## src/hdl/siop_pkg.sv

```systemverilog
// Package with encodings and constants for the store, indirect and misc op unit.
package siop_pkg;
	localparam int SIOP_DATA_W = 8;
	localparam int SIOP_FADDR_W = 7;
	localparam int SIOP_PTR_W = 16;
	localparam int SIOP_OFS_W = 6;
	localparam logic [SIOP_PTR_W-1:0] SIOP_PTR_RST = 16'h0000;
	localparam logic [SIOP_PTR_W-1:0] SIOP_PTR_ONE = 16'h0001;
	localparam logic [SIOP_DATA_W-1:0] SIOP_OPT_RST = 8'hFF;
	localparam logic [SIOP_FADDR_W-1:0] SIOP_WIN0_ADDR = 7'h00;
	localparam logic [SIOP_FADDR_W-1:0] SIOP_WIN1_ADDR = 7'h01;
	localparam logic [1:0] SIOP_UPD_PREINC = 2'h0;
	localparam logic [1:0] SIOP_UPD_PREDEC = 2'h1;
	localparam logic [1:0] SIOP_UPD_POSTINC = 2'h2;
	localparam logic [1:0] SIOP_UPD_POSTDEC = 2'h3;
	localparam logic [7:0] SIOP_RST_PULSE_CYC = 8'h04;
	typedef enum logic [2:0] {
		SIOP_OP_NOP = 3'h0,
		SIOP_OP_STORE_DIRECT = 3'h1,
		SIOP_OP_STORE_IND_UPD = 3'h2,
		SIOP_OP_STORE_IND_OFS = 3'h3,
		SIOP_OP_OPTION = 3'h4,
		SIOP_OP_RESET = 3'h5
	} siop_op_t;
	typedef enum logic [1:0] {
		SIOP_ST_RUN = 2'h0,
		SIOP_ST_RESET = 2'h1
	} siop_state_t;
endpackage

```

## src/hdl/siop_ptr_reg.sv

```systemverilog
// One file pointer register with modular step and offset address forming.
`timescale 1ns/1ns
`default_nettype none
module siop_ptr_reg
	import siop_pkg::*;
#(
	parameter int PTR_W = SIOP_PTR_W
) (
	// Clock and reset.
	input wire logic clk,
	input wire logic nrst,
	// Control.
	input wire logic upd_en,
	input wire logic [1:0] upd_code,
	input wire logic [SIOP_OFS_W-1:0] offset,
	// Results.
	output logic [PTR_W-1:0] eff_addr,
	output logic [PTR_W-1:0] ptr_val
);
	logic [PTR_W-1:0] ptr_q;
	logic [PTR_W-1:0] ptr_d;
	logic [PTR_W-1:0] step;
	logic [PTR_W-1:0] ofs_ext;

	always_comb begin
		ofs_ext = {{(PTR_W-SIOP_OFS_W){offset[SIOP_OFS_W-1]}}, offset};
		// Both codes with low bit set step down; arithmetic wraps mod 2^16.
		if (upd_code[0]) begin
			step = ptr_q - SIOP_PTR_ONE; // RULE5
		end else begin
			step = ptr_q + SIOP_PTR_ONE; // RULE5
		end
		ptr_d = ptr_q;
		if (upd_en) begin
			ptr_d = step; // RULE4
		end
		eff_addr = ptr_q + ofs_ext; // RULE3
		if (upd_en) begin
			if (upd_code[1]) begin
				eff_addr = ptr_q;
			end else begin
				eff_addr = step; // RULE4
			end
		end
	end

	always_ff @(posedge clk or negedge nrst) begin
		if (!nrst) begin
			ptr_q <= SIOP_PTR_RST;
		end else begin
			ptr_q <= ptr_d;
		end
	end

	assign ptr_val = ptr_q;
endmodule
`default_nettype wire

```

## src/hdl/siop_core.sv

```systemverilog
// Execution unit for accumulator stores, indirect stores, option load, reset.
// Summary of operation
// (RULE1) Direct store copies accumulator to file register 0..127; no flags.
// (RULE2) Indirect store writes accumulator via pointer 0 or 1; no flags.
// (RULE3) Offset mode addresses pointer plus signed -32..31; pointer kept.
// (RULE4) Code 00 preinc, 01 predec, 10 postinc, 11 postdec; result kept.
// (RULE5) Pointers are 16 bits and wrap at both ends.
// (RULE6) Window registers have no storage; accesses go to pointer address.
// (RULE7) Pointer stepping never alters any status flag.
// (RULE8) Option load copies accumulator to option register; no flags.
// (RULE9) Software reset resets the device and clears the reset flag low.
// (RULE10) All ops except reset finish in one instruction cycle.
`timescale 1ns/1ns
`default_nettype none
module siop_core
	import siop_pkg::*;
#(
	parameter logic [7:0] RST_PULSE_CYC = SIOP_RST_PULSE_CYC
) (
	// Clock and reset.
	input wire logic clk,
	input wire logic nrst,
	// Instruction issue from the decode stage.
	input wire logic op_valid,
	input wire logic [2:0] op_code,
	input wire logic [SIOP_FADDR_W-1:0] file_addr,
	input wire logic file_pointer_sel,
	input wire logic [1:0] pointer_update_code,
	input wire logic [SIOP_OFS_W-1:0] ptr_offset,
	input wire logic [SIOP_DATA_W-1:0] acc,
	// Reset-cause flag set from firmware.
	input wire logic sw_reset_flag_set,
	// Data memory write port.
	output logic mem_we,
	output logic [SIOP_PTR_W-1:0] mem_addr,
	output logic [SIOP_DATA_W-1:0] mem_wdata,
	// Configuration and power control state; op done and status write strobes.
	output logic [SIOP_DATA_W-1:0] option_reg,
	output logic sw_reset_flag_low,
	output logic dev_reset_req,
	output logic op_done,
	output logic status_we,
	// Pointer values.
	output logic [SIOP_PTR_W-1:0] ptr0,
	output logic [SIOP_PTR_W-1:0] ptr1
);
	////////////////////////////////////////////////////////////////////////
	// Instruction decode and the two pointer registers.
	siop_state_t st_q;
	siop_state_t st_d;
	logic run;
	logic take;
	logic is_dir;
	logic is_upd;
	logic is_ind;
	logic is_opt;
	logic is_rst;
	logic is_other;
	logic [1:0] upd_en;
	logic [SIOP_PTR_W-1:0] eff [2];
	logic [SIOP_PTR_W-1:0] pval [2];
	logic [SIOP_PTR_W-1:0] ind_addr;

	always_comb begin
		// Ops that arrive during a reset pulse are dropped entirely.
		run = st_q == SIOP_ST_RUN;
		take = op_valid && run;
		is_dir = take && op_code == SIOP_OP_STORE_DIRECT;
		is_upd = take && op_code == SIOP_OP_STORE_IND_UPD;
		is_ind = is_upd || (take && op_code == SIOP_OP_STORE_IND_OFS);
		is_opt = take && op_code == SIOP_OP_OPTION;
		is_rst = take && op_code == SIOP_OP_RESET;
		is_other = take && !(is_dir || is_ind || is_opt || is_rst);
		// Only the update form steps a pointer; the offset form leaves it.
		upd_en[0] = is_upd && !file_pointer_sel; // RULE4
		upd_en[1] = is_upd && file_pointer_sel; // RULE4
		ind_addr = eff[file_pointer_sel]; // RULE2
	end

	// Each pointer forms its own effective address; the select picks one.
	for (genvar g = 0; g < 2; g++) begin : g_ptr
		siop_ptr_reg #(.PTR_W(SIOP_PTR_W)) u_ptr (
			.clk(clk),
			.nrst(nrst),
			.upd_en(upd_en[g]),
			.upd_code(pointer_update_code),
			.offset(ptr_offset),
			.eff_addr(eff[g]),
			.ptr_val(pval[g])
		);
	end

	////////////////////////////////////////////////////////////////////////
	// Reset pulse counter and registered results.
	logic [7:0] cnt_q;
	logic [7:0] cnt_d;
	logic mem_we_q;
	logic mem_we_d;
	logic [SIOP_PTR_W-1:0] mem_addr_q;
	logic [SIOP_PTR_W-1:0] mem_addr_d;
	logic [SIOP_DATA_W-1:0] mem_wdata_q;
	logic [SIOP_DATA_W-1:0] mem_wdata_d;
	logic [SIOP_DATA_W-1:0] opt_q;
	logic [SIOP_DATA_W-1:0] opt_d;
	logic flag_q;
	logic flag_d;
	logic rst_req_q;
	logic rst_req_d;
	logic done_q;
	logic done_d;
	logic status_we_q;
	logic status_we_d;

	// Next values: one result per taken op, or one tick of the reset pulse.
	always_comb begin
		st_d = st_q;
		cnt_d = cnt_q;
		mem_we_d = 1'b0;
		mem_addr_d = mem_addr_q;
		mem_wdata_d = mem_wdata_q;
		opt_d = opt_q;
		flag_d = flag_q;
		rst_req_d = 1'b0;
		done_d = 1'b0;
		status_we_d = 1'b0; // RULE7
		// Firmware may set the flag again; a reset op below still clears it.
		if (sw_reset_flag_set) begin
			flag_d = 1'b1;
		end
		case (st_q)
		SIOP_ST_RUN: begin
			if (is_dir) begin
				mem_we_d = 1'b1; // RULE1
				mem_wdata_d = acc;
				done_d = 1'b1; // RULE10
				// Direct access to a window slot is redirected to its pointer.
				if (file_addr == SIOP_WIN0_ADDR) begin
					mem_addr_d = pval[0]; // RULE6
				end else if (file_addr == SIOP_WIN1_ADDR) begin
					mem_addr_d = pval[1]; // RULE6
				end else begin
					// Other addresses are zero-extended.
					mem_addr_d = {{(SIOP_PTR_W-SIOP_FADDR_W){1'b0}},
						file_addr}; // RULE1
				end
			end else if (is_ind) begin
				mem_we_d = 1'b1; // RULE2
				mem_wdata_d = acc;
				// Pre modes use the stepped pointer, post modes the old one.
				mem_addr_d = ind_addr; // RULE3
				done_d = 1'b1; // RULE10
			end else if (is_opt) begin
				// The option register keeps this value until the next load.
				opt_d = acc; // RULE8
				done_d = 1'b1; // RULE10
			end else if (is_rst) begin
				// Clearing the flag wins over a firmware set in the same cycle.
				flag_d = 1'b0; // RULE9
				rst_req_d = 1'b1; // RULE9
				cnt_d = RST_PULSE_CYC - 8'h01;
				st_d = SIOP_ST_RESET;
			end else if (is_other) begin
				done_d = 1'b1; // RULE10
			end
		end
		SIOP_ST_RESET: begin
			// Hold the request until the counter has run down to zero.
			rst_req_d = 1'b1; // RULE9
			if (cnt_q == 8'h00) begin
				rst_req_d = 1'b0;
				st_d = SIOP_ST_RUN;
			end else begin
				cnt_d = cnt_q - 8'h01;
			end
		end
		default: begin
			st_d = SIOP_ST_RUN;
		end
		endcase
	end

	// Registers only; every decision is made in the process above.
	always_ff @(posedge clk or negedge nrst) begin
		if (!nrst) begin
			st_q <= SIOP_ST_RUN;
			cnt_q <= 8'h00;
			mem_we_q <= 1'b0;
			mem_addr_q <= SIOP_PTR_RST;
			mem_wdata_q <= '0;
			opt_q <= SIOP_OPT_RST;
			flag_q <= 1'b1;
			rst_req_q <= 1'b0;
			done_q <= 1'b0;
			status_we_q <= 1'b0;
		end else begin
			st_q <= st_d;
			cnt_q <= cnt_d;
			mem_we_q <= mem_we_d;
			mem_addr_q <= mem_addr_d;
			mem_wdata_q <= mem_wdata_d;
			opt_q <= opt_d;
			flag_q <= flag_d;
			rst_req_q <= rst_req_d;
			done_q <= done_d;
			status_we_q <= status_we_d;
		end
	end

	////////////////////////////////////////////////////////////////////////
	// Outputs come straight from the result registers.
	// No op in this group writes status; stepping a pointer leaves flags.
	assign status_we = status_we_q;
	assign mem_we = mem_we_q;
	assign mem_addr = mem_addr_q;
	assign mem_wdata = mem_wdata_q;
	assign option_reg = opt_q;
	assign sw_reset_flag_low = flag_q;
	assign dev_reset_req = rst_req_q;
	assign op_done = done_q;
	// Pointer values come from the registers inside each pointer module.
	assign ptr0 = pval[0];
	assign ptr1 = pval[1];
endmodule
`default_nettype wire

```

## config.mk

```make
export PLATFORM = sky130hd
export DESIGN_NAME = siop_core
export DESIGN_NICKNAME = d
export VERILOG_FILES = /design/src/hdl/siop_pkg.sv /design/src/hdl/siop_ptr_reg.sv /design/src/hdl/siop_core.sv
export SDC_FILE = /design/constraint.sdc
export NUM_CORES = 1
export LEC_CHECK = 0
export BUFFER_PORTS_ARGS = -buffer_cell sky130_fd_sc_hd__buf_2
export CAP_MARGIN = 20
export CORE_ASPECT_RATIO = 0.9
export CORE_MARGIN = 8
export CORE_UTILIZATION = 45
export DETAILED_ROUTE_END_ITERATION = 12
export PLACE_DENSITY = 0.66
export SYNTH_ARGS = -nofsm -noshare
export SYNTH_HDL_FRONTEND = slang
export SYNTH_HIERARCHICAL = 1
export SYNTH_SLANG_ARGS = --single-unit
```

## constraint.sdc

```tcl
create_clock -name clk -period 4.1 [get_ports clk]
set_input_delay 0.205 -clock clk [delete_from_list [all_inputs] [get_ports clk]]
set_output_delay 0.205 -clock clk [all_outputs]
set_load 0.02 [all_outputs]
```

* Word-level counts from Yosys, hierarchy flattened
Cells that the tools add are included.
Storage, ports and cells: bits of input ports 31, bits in registers 78, word-level logic and storage cells 107, output and inout port bits 69
Operators by class: equality and inequality tests 13, $lt $le $gt $ge 1, reductions and logical operators 24, mux-type cells 48, bitwise operators 3, $add $sub $neg 7
Operator list (number):
- $mux W16 | 13
- $mux W8 | 7
- $add A16 B1 Y16 const B | 2
- $add A16 B16 Y16 | 2
- $sub A16 B1 Y16 const B | 2
- $mux W1 | 20
- $pmux W8 S2 | 1
- $mux W2 | 5
- $ne A2 B2 Y1 const B | 5
- $logic_and A1 B1 Y1 | 9
- $logic_not A8 Y1 | 1
- $sub A8 B1 Y8 const B | 1
- $eq A7 B1 Y1 const B | 1
- $logic_not A7 Y1 | 1
- $eq A3 B2 Y1 const B | 2
- $eq A3 B3 Y1 const B | 2
- $reduce_and A6 Y1 | 1
- $reduce_and A5 Y1 | 1
- $logic_or A1 B1 Y1 | 4
- $pmux W2 S2 | 1
- $reduce_and A4 Y1 | 1
- $reduce_bool A2 Y1 | 2
- $eq A3 B1 Y1 const B | 1
- $eq A2 B1 Y1 const B | 1
- 8 further kinds | 10

* Depth between registers and ports, before layout
Gate-level depths: netlist of the first run.
depth in word-level cells 15, gate-level depth with buffers 12, gate-level depth less buffers 12

* Hierarchy
The synthesis of the first run kept the hierarchy.
Modules (own cells, without submodules):
- siop_ptr_reg at g_ptr[0].u_ptr | sequential area each 400.4 um^2, instances 1, cells each 323, area each 2523.7 um^2
- siop_core | sequential area each 1137.3 um^2, instances 1, cells each 233, area each 2429.8 um^2
- siop_ptr_reg at g_ptr[1].u_ptr | sequential area each 400.4 um^2, instances 1, cells each 274, area each 2299.7 um^2

* Worst setup path after synthesis of the first run
OpenSTA, ideal clock, no wires.
path type register to register, start point register g_ptr[0].u_ptr.ptr_q[0], end point register mem_addr_q[10], in the netlist mem_addr[10], stages on the path, launching flop included 12, library setup time 0.063 ns, required time 4.037 ns, path buffers 0, clock period less this slack 2.943 ns, setup slack 1.157 ns, arrival time 2.880 ns, cells stage by stage dfrtp_1 ha_1 fa_1 a211o_1 a21oi_1 o22ai_1 or4_1 a21oi_1 a221o_1 mux2i_1 o21ai_0 o22a_2
RTL lines:
- start, declared | line siop_ptr_reg.sv:20 | logic [PTR_W-1:0] ptr_q;
- start signal, assigned | line siop_ptr_reg.sv:51 | ptr_q <= ptr_d;
- end signal, assigned | line siop_core.sv:199 | mem_addr_q <= mem_addr_d;
- end, declared | line siop_core.sv:99 | logic [SIOP_PTR_W-1:0] mem_addr_q;

==> results of run 1 <==
routing by layer:
metal  up-vias  GRT usage, %  part of all wire, %
li1       3281             -                    -
met1      3184          30.2                   47
met2       263          32.3                   43
met3        26          3.33                  8.1
met4         0          5.66                  1.7
met5         -             0                    0
synthesized netlist by cell type, types with 26 or more instances:
| cell | n | area (µm²) |
|---|---|---|
| nor2_1 | 38 | 143 |
| mux2i_1 | 44 | 440 |
| ha_1 | 60 | 751 |
| inv_1 | 32 | 120 |
| xnor2_1 | 29 | 254 |
| mux2_2 | 29 | 327 |
| nor3_1 | 26 | 130 |
| a21oi_1 | 72 | 360 |
| o21ai_0 | 52 | 260 |
| nand2_1 | 80 | 300 |
| dfrtp_1 | 68 | 1700 |
power by group through the flow:
stage                     combinational [W]  sequential [W]  clock, W
after floorplan                     0.00272         0.00182         0
after global placement              0.00416         0.00161         0
after detailed placement            0.00418         0.00161         0
after CTS                           0.00420         0.00160  0.000917
after global routing                0.00464         0.00165  0.000953
final                               0.00422         0.00161  0.000903
worst max-delay path: cells and delay by family (launching register included):
kind	cells	cell delay, ns
AOI/OAI and AO/OA	4	0.74
buffers and inverters	1	0.13
DFF	1	0.46
muxes	2	0.39
and+or+nand+nor	4	1.66
logic make-up after synthesis:
kind of cell               after synthesis
other                                    1
xor gates and xnor gates                48
buffers and inverters                   66
AOI/OAI and AO/OA                      267
and+or+nand+nor                        232
DFF                                     77
adders and majority gates               64
muxes                                   75
area by class of cell:
| cell class | count | share of cell area, % |
|---|---|---|
| Clock inverter | 6 | 1.15 |
| Tap cell | 207 | 3.13 |
| Clock buffer | 10 | 2.88 |
| Timing Repair Buffer | 106 | 6.95 |
| Sequential cell | 77 | 23.4 |
| Inverter | 32 | 1.45 |
| Multi-Input combinational cell | 687 | 61.1 |
through the flow:
stage	instances	total power (W)	cell area [µm²]
6_report	1125	0.00673	8290
5_1_grt	1125	0.00725	8290
4_1_cts	1123	0.00672	8250
3_5_place_dp	1107	0.00579	7920
3_3_place_gp	1107	0.00577	7920
2_1_floorplan	830	0.00454	7250
final timing paths:
kind / end / start / slack [ns]
min in group asynchronous: cnt_q[4] / nrst / 0.26
worst max register to register: mem_addr[15] / st_q[0] / 0.64
max in group asynchronous: option_reg[3] / nrst / 3.22
worst max-delay path: mem_addr[15] / st_q[0] / 0.64
worst min-delay path: mem_wdata[5] / acc[5] / 0.06
worst min register to register: mem_wdata[5] / mem_wdata[5] / 0.47
timing repair:
item	4_1_cts	5_1_grt
hold endpoints to repair	0	15
buffers inserted	0	0
hold buffers	0	1
endpoints found under the setup margin	0	0
==> results by group, run 1 <==
Worst setup path
  – Max Fanout on Critical Path: 11
  – Type of origin of the critical path: register
  – CP peak stage delay: 0.85 ns
  – Worst Path Arrival: 3.75 ns
  – Crit path capture type: register
  – Worst reg-to-reg path cell count: 11
  – Slowest CP cell: nor4bb_4
  – Crit path cell chain: nor3b_1 -> nor4bb_4 -> inv_1 -> nor2_1 -> nand3_1 -> mux2_2 -> a21o_1 -> a221oi_2 -> mux2i_1 -> o21ai_0 -> o22a_2
  – Critical path data required time: 4.39 ns
  – CP Class: register to register

Global route
  – Vias in the first global route: 6235
  – Initial antenna violation count: 0
  – First-pass GRT wire length: 34300 µm
  – GRT overflow: 0
  – Total Routing Usage GR: 21.1%
  – Largest net degree at the start of global routing: 78

Detailed routing
  – Vias post-DR: 6754
  – Vias/cell: roughly 6
  – First-pass iteration count of the detailed router: 5
  – Wire per inst: about 19 µm
  – Residual DRC count: 0
  – Iter 0 DRT Violations: 661
  – Post-route ant nets: 0
  – Total detailed-routing wirelength: 21800 µm

Yosys
  – Synth Area in XOR/XNOR: 5.80%
  – Post-synthesis compound-gate area fraction: between 20% and 30%
  – Syn Nets: 925
  – Synthesized area: 7250 µm²
  – Ys Warns: 6
  – Multiplexer share of the synthesized area: between 10% and 20%
  – Unique masters post-synth: 87
  – Post-synth ARST share: 100%
  – Post-synth EDFFs: 0
  – Post-Synth Simple-Gate Area: 16.4%
  – Adder-Cell Fraction of Synth Area: a little under an eighth
  – Cell count after synthesis: between 800 and 900
  – Synthesized flop and latch total: 77
  – Top_reg_cell synth: dfrtp_1
  – Largest family of logic cells by synthesized area: compound AO/OA/AOI/OAI gates
  – Mean area per synthesized cell: 8.74 µm²
  – Register area share after synthesis: about a quarter

Timing
  – RSZ-0062 raised after global routing: no
  – Fin crit period: 3.46 ns
  – Final Cycle Share: 84.4%
  – Max Freq: 289 MHz
  – Worst hold slack: 0.0615 ns
  – Rel. slew slack: 33.9%
  – Final Max Slew Viols: 0
  – Sum of negative setup slack: 0 ns
  – Skew final: 0.0102 ns
  – Worst setup margin: 0.640 ns
  – Final setup vio count: 0
  – Worst slew pin tran: 0.988 ns
  – Final hold vios: 0

Cells and area
  – Reg area: about 1900 µm²
  – Commonest non-fill, non-tap cells in the layout: buf_2, nand2_1, a21oi_1, dfrtp_1, ha_1
  – Area grow syn2layout: 14.2%
  – Share of cells above drive strength 1: 20.7%
  – Largest register FFs: 32
  – Fill cells: 1502
  – Ant diodes: 0
  – Post-layout nets: 1008
  – Final Util: 51.9%
  – Multi-input gate area: roughly 5100 µm²
  – Most common cell after layout, fill and taps aside: buf_2

Run status
  – Status: complete, no violations

Pwr
  – Peak supply drop: 0.368 mV
  – Combinational power share: 62.7%
  – Internal cell power: 0.00344 W
  – Switching portion of total power: 48.9%
  – NetSw: 0.00329 W
  – Pwr/cell area: a little over 800 nW/µm²
  – Clock power share: 13.4%
  – Sequential power share: 23.9%
  – Leakage power total: ~3.8 nW

Floorplanning
  – Core footprint: 16000 µm²
  – Io pins: 100
  – Die height: 136 µm
  – Initial Utilization: 45.4%
  – Rows: 44
  – Die area: 20400 µm²
  – Width of the chip: 150 µm

Clock network
  – CTS Buf Count: 9
  – Sink Count: 77
  – CTS resizes: 0
  – CTS max path bufs: 2
  – Skew-Pair Late Insertion Delay: ~0.35 ns
  – Root Driver: clkbuf_16
  – CTS tree: yes
  – Htree depth: 3
  – Worst-path clk slew: 0.07 ns

Hold path
  – Min-Delay Path Depth: 3
  – Hold crit path type: input port to register

Placement
  – RePlAce Congestion: around 0.91
  – Buffers added on ports: between 90 and 100
  – DP HPWL: 16600 µm
  – Pre-CTS setup slack: 0.750 ns

Flow run
  – Max_cap viols: 0
No activity file was read; power rests on OpenSTA's default activity.
==> inputs of run 2 (changes only) <==
==> constraint.sdc (replaced) <==
create_clock -name clk -period 3.5 [get_ports clk]
set_input_delay 0.175 -clock clk [delete_from_list [all_inputs] [get_ports clk]]
set_output_delay 0.175 -clock clk [all_outputs]
set_load 0.02 [all_outputs]
==> run 2 against run 1 <==
- global-route usage is 0.15 points higher
- combinational power up 18%
- hold slack worse by 0.034 ns
- register-to-register slack worse by 0.28 ns
- die area unchanged
- critical path depth is 1 higher
- final area is 0.54% higher
- via count grew 0.59%
- sequential share of layout area down 0.13 points
- sequential power grew 16%
- critical endpoint is now mem_addr[14]
- highest routed layer unchanged
==> results by group, run 2 (synthesis results as in run 1) <==
Worst setup path
  – Crit path top cell by count: o21ai_0
  – Worst Path Arrival: between 3 and 4 ns
  – Crit path max-delay family: compound AO/OA/AOI/OAI gates
  – Crit path cell chain: ha_1 -> fa_1 -> a21oi_1 -> o21ai_0 -> nand2_1 -> o21ai_0 -> a221oi_1 -> xor2_1 -> mux2i_1 -> mux2i_1 -> o21ai_0 -> o22a_1
  – Crit path capture type: register
  – Stages on worst setup path: 12
  – Worst reg-to-reg path cell count: 12
  – Max Fanout on Critical Path: 7
  – CP Class: register to register
  – Critical path data required time: approximately 3.7 ns
  – Buf/Inv on CP: 0
  – Type of origin of the critical path: register
  – CP peak stage delay: 0.51 ns
  – Slowest CP cell: dfrtp_1

Pwr
  – Pwr/cell area: 941 nW/µm²
  – Peak supply drop: 0.441 mV
  – Total Power: between 0.007 and 0.008 W
  – Leakage power total: 3.86 nW

Cells and area
  – Ant diodes: 0
  – Most common cell after layout, fill and taps aside: buf_2
  – Area grow syn2layout: 14.9%
  – Largest register FFs: 32
  – Commonest non-fill, non-tap cells in the layout: buf_2, nand2_1, a21oi_1, dfrtp_1, ha_1
  – Post-layout nets: 1018
  – Share of cells above drive strength 1: 21.6%

Floorplanning
  – Die height: around 140 µm
  – Core footprint: 16000 µm²
  – Io pins: 100
  – Die area: between 20000 and 25000 µm²
  – Initial Utilization: 45.4%
  – Rows: 44
  – Width of the chip: approximately 150 µm

Clock network
  – CTS max path bufs: 2
  – Skew-Pair Late Insertion Delay: 0.36 ns
  – Worst-path clk slew: 0.07 ns
  – CTS tree: yes
  – Root Driver: clkbuf_16
  – Sink Count: just under 80
  – CTS Buf Count: 9
  – Htree depth: 3

Detailed routing
  – Vias post-DR: 6794
  – Post-route ant nets: 0
  – Residual DRC count: 0
  – Wire per inst: 19.2 µm
  – First-pass iteration count of the detailed router: 5
  – Total detailed-routing wirelength: 21800 µm
  – Iter 0 DRT Violations: 453
  – Vias/cell: 5.99

Timing
  – Fin crit period: 3.14 ns
  – RSZ-0062 raised after global routing: no
  – Sum of negative setup slack: 0 ns
  – Final Cycle Share: between 80% and 90%
  – Max Freq: around 320 MHz
  – Skew final: 0.00764 ns
  – Final setup vio count: 0
  – Rel. slew slack: between 30% and 40%
  – Worst slew pin tran: 1.00 ns
  – Final hold vios: 0
  – Final Max Slew Viols: 0

Placement
  – Buffers added on ports: 98
  – DP HPWL: between 15000 and 20000 µm
  – RePlAce Congestion: 0.927

Run status
  – Status: complete, no violations

Hold path
  – Hold crit path type: input port to register
  – Min-Delay Path Depth: 3

Global route
  – Largest net degree at the start of global routing: 78
  – Initial antenna violation count: 0
  – Vias in the first global route: 6336
  – Total Routing Usage GR: 21.3%
  – First-pass GRT wire length: 34100 µm
  – GRT overflow: 0

Flow run
  – Max_cap viols: 0
[run 2: changes by cell type in the layout (fill, tap and decap cells not counted), sizes merged]
cell and change:
inv +4, clkinv -2, bufinv -1, buf +10, clkbuf -1
[run 2: layout make-up]
type                       instances  area, µm²
tap                              207        259
clock inverter                     7       78.8
clock buffer                       9        225
sequential                        77       1940
inverter                          32        120
multi-input combinational        687       5060
fill                            1536       7630
timing repair buffer             116        651
[run 2: final timing paths]
kind	start	to	slack (ns)
max	g_ptr[1].u_ptr/ptr_val[0]	mem_addr[14]	0.36
min	acc[4]	mem_wdata[4]	0.03
max reg2reg	g_ptr[1].u_ptr/ptr_val[0]	mem_addr[14]	0.36
min reg2reg	mem_wdata[3]	mem_wdata[3]	0.47
max in group asynchronous	nrst	option_reg[6]	2.71
min in group asynchronous	nrst	cnt_q[4]	0.18
[run 2: stage by stage]
step,worst slack (ns),area [µm²],cells,hold slack (ns),utilization [%]
floorplan,0.557,7250,830,-0.121,-
global placement,0.419,7990,1117,0.387,50.0
detailed placement,0.405,7990,1117,0.389,50.0
CTS,0.384,8290,1133,0.0178,52.0
global route,0.115,8330,1135,0.0279,52.2
finish,0.356,8330,1135,0.0272,52.2
[run 2: what timing repair did]
| item | 4_1_cts | 5_1_grt |
|---|---|---|
| setup buffers | 0 | 0 |
| hold buffers | 0 | 1 |
| endpoints found under the hold margin | 0 | 68 |
| gates resized for setup | 0 | 0 |
[run 2: routing by layer]
layer,vias to the layer above,track usage [%],wire (µm)
met1,3213,29.5,10400
met5,-,0,0
met4,0,6.21,449
li1,3305,-,-
met3,33,4.76,1550
met2,243,32.4,9410
[run 2: where the power goes]
| group | switching [W] | leakage (nW) | total [W] | internal, W |
|---|---|---|---|---|
| clock | 0.000426 | 0.152 | 0.000990 | 0.000564 |
| sequential | 0.000543 | 0.920 | 0.00186 | 0.00132 |
| combinational | 0.00291 | 2.79 | 0.00498 | 0.00207 |
[run 2: tightest hold or removal path, cell delays in order]
cell and delay (ns):
buf_2 0.08, nand2_1 0.04, nand2_1 0.05
==> inputs of run 3 (changes only) <==
--- a/config.mk
+++ b/config.mk
@@ -7,11 +7,14 @@
 export LEC_CHECK = 0
 export BUFFER_PORTS_ARGS = -buffer_cell sky130_fd_sc_hd__buf_2
 export CAP_MARGIN = 20
+export CELL_PAD_IN_SITES_DETAIL_PLACEMENT = 1
+export CELL_PAD_IN_SITES_GLOBAL_PLACEMENT = 1
 export CORE_ASPECT_RATIO = 0.9
 export CORE_MARGIN = 8
 export CORE_UTILIZATION = 45
+export CTS_CLUSTER_DIAMETER = 200
 export DETAILED_ROUTE_END_ITERATION = 12
-export PLACE_DENSITY = 0.66
+export PLACE_DENSITY = 0.83
 export SYNTH_ARGS = -nofsm -noshare
 export SYNTH_HDL_FRONTEND = slang
 export SYNTH_HIERARCHICAL = 1
==> run 3 against run 2 <==
- via count increased by 4.0%
- sequential cell count unchanged
- non-clock buffer count decreased by 1
- core utilization decreased by 0.063 points
- wire length increased by 13%
- hold slack improved by 0.0066 ns
- register-to-register slack got worse by 0.16 ns
- final area decreased by 0.12%
- critical path type unchanged
- highest routed layer unchanged
==> results by group, run 3 (synthesis results as in run 1) <==
Clock network
  – Htree depth: 3
  – Worst-path clk slew: about 0.060 ns
  – Root Driver: clkbuf_16
  – CTS Buf Count: 9
  – CTS max path bufs: 2
  – Sink Count: between 70 and 80
  – Skew-Pair Late Insertion Delay: 0.35 ns
  – CTS tree: yes
  – Post-CTS setup buffers: 0

Pwr
  – Peak supply drop: 0.426 mV
  – Pwr/cell area: 963 nW/µm²
  – Leakage power total: 3.84 nW

Floorplanning
  – Rows: between 40 and 50
  – Width of the chip: 150 µm
  – Die area: 20400 µm²
  – Initial Utilization: between 40 and 50%
  – Io pins: 100
  – Die height: approximately 140 µm
  – Core footprint: 16000 µm²

Timing
  – RSZ-0062 raised after global routing: no
  – Skew final: between 0.007 and 0.008 ns
  – Final Max Slew Viols: 0
  – Final hold vios: 0
  – Sum of negative setup slack: 0 ns
  – Worst slew pin tran: 1.02 ns
  – Rel. slew slack: 31.8%
  – Final setup vio count: 0
  – Worst setup margin: 0.192 ns
  – Final Cycle Share: 94.5%
  – Max Freq: 302 MHz
  – Fin crit period: 3.31 ns

Detailed routing
  – Iter 0 DRT Violations: 319
  – Wire per inst: between 20 and 25 µm
  – Vias post-DR: 7063
  – Residual DRC count: 0
  – Total detailed-routing wirelength: 24800 µm
  – Post-route ant nets: 0
  – Vias/cell: 6.23
  – First-pass iteration count of the detailed router: 5

Global route
  – GR peak layer: met2
  – Met2 GRT Util: 38.0%
  – GRT overflow: 0
  – GRT met3 Usage: 4.43%
  – First-pass GRT wire length: 39300 µm
  – Initial antenna violation count: 0
  – Largest net degree at the start of global routing: 78
  – Total Routing Usage GR: 24.2%
  – Vias in the first global route: 7191
  – Grt met1 use: 31.7%

Cells and area
  – Area grow syn2layout: 14.7%
  – Design area: approximately 8300 µm²
  – Largest register FFs: 32
  – Commonest non-fill, non-tap cells in the layout: buf_2, nand2_1, a21oi_1, dfrtp_1, ha_1
  – Most common cell after layout, fill and taps aside: buf_2
  – Share of cells above drive strength 1: 21.4%
  – Post-layout nets: 1017
  – Ant diodes: 0

Worst setup path
  – Crit path max-delay family: compound AO/OA/AOI/OAI gates
  – Critical path data required time: 3.79 ns
  – Max Fanout on Critical Path: 8
  – Buf/Inv on CP: 0
  – Critical path origin: g_ptr[0].u_ptr/ptr_val[1]
  – RR Startpoint: g_ptr[0].u_ptr/ptr_val[1]
  – Crit path capture type: register
  – Type of origin of the critical path: register
  – CP Class: register to register
  – Slowest CP cell: dfrtp_1
  – CP peak stage delay: about 0.55 ns
  – FF-to-FF setup slack: 0.19 ns
  – FF-to-FF End: mem_addr[14]
  – Worst reg-to-reg path cell count: 10
  – Worst Path Arrival: 3.59 ns
  – Crit path cell chain: fa_1 -> a211o_1 -> a21oi_1 -> o22ai_1 -> o21ai_1 -> mux2_2 -> a221oi_1 -> mux2i_1 -> o21ai_0 -> o22a_1

Placement
  – DP HPWL: 18900 µm
  – RePlAce Congestion: between 0.8 and 0.9
  – Post-DP Area: roughly 8000 µm²
  – Buffers added on ports: 98
  – Pre-CTS setup slack: 0.284 ns

Hold path
  – Hold endpoint: mem_wdata[3]
  – Min-delay src: acc[3]
  – Min-Delay Path Depth: 3
  – Hold crit path type: input port to register

Run status
  – Status: complete, no violations

Flow run
  – Max_cap viols: 0
-- run 3: cell count changes in the layout (fill, tap and decap cells not counted) --
cell / delta
clkinvlp_4: +2
inv_6: -4
clkbuf_8: +1
clkbuf_1: +1
buf_4: -1
-- run 3: worst max path at each step --
stage               slack (ns)            to  depth (start not counted)
finish                    0.19  mem_addr[14]                         10
global placement          0.36  mem_addr[14]                         10
floorplan                 0.56  mem_addr[10]                         11
global route              0.07  mem_addr[14]                         10
detailed placement        0.28  mem_addr[12]                         13
CTS                       0.22  mem_addr[14]                         10
-- run 3: final cells by class --
| cell class | instances | area, µm² |
|---|---|---|
| Sequential cell | 77 | 1940 |
| Inverter | 32 | 120 |
| Fill cell | 1911 | 7640 |
| Tap cell | 207 | 259 |
| Multi-Input combinational cell | 687 | 5060 |
| Timing Repair Buffer | 115 | 643 |
| Clock inverter | 5 | 58.8 |
| Clock buffer | 11 | 243 |
-- run 3: report_power, final --
part | internal [W] | leakage, nW | switching [W]
Clock | 0.000574 | 0.142 | 0.000402
Sequential | 0.00132 | 0.920 | 0.000553
Combinational | 0.00208 | 2.78 | 0.00308
-- run 3: timing repair --
item	CTS	global route
hold endpoints to repair	0	11
resized for setup	0	0
hold buffers	0	1
endpoints found under the setup margin	0	0
-- run 3: metal layers --
layer / vias up / wire length, µm
li1: 3297 / -
met1: 3471 / 11300
met2: 241 / 11000
met3: 54 / 1560
met4: 0 / 883
met5: - / 0
-- run 3: worst reg2reg max path: cells and delay by family, from the launching register on --
family | cells | cell delay [ns]
AO/OA/AOI/OAI | 7 | 1.68
flip-flops | 1 | 0.55
adder cells (fa/ha/maj) | 1 | 0.53
multiplexers | 2 | 0.48
-- run 3: stage by stage --
stage	power [W]	cells	utilization, %	hold slack [ns]
global route	0.00859	1134	52.1	0.0443
global placement	0.00679	1115	50.0	0.385
floorplan	0.00532	830	-	-0.121
finish	0.00801	1134	52.1	0.0339
detailed placement	0.00695	1115	50.0	0.391
CTS	0.00799	1131	51.8	0.0344
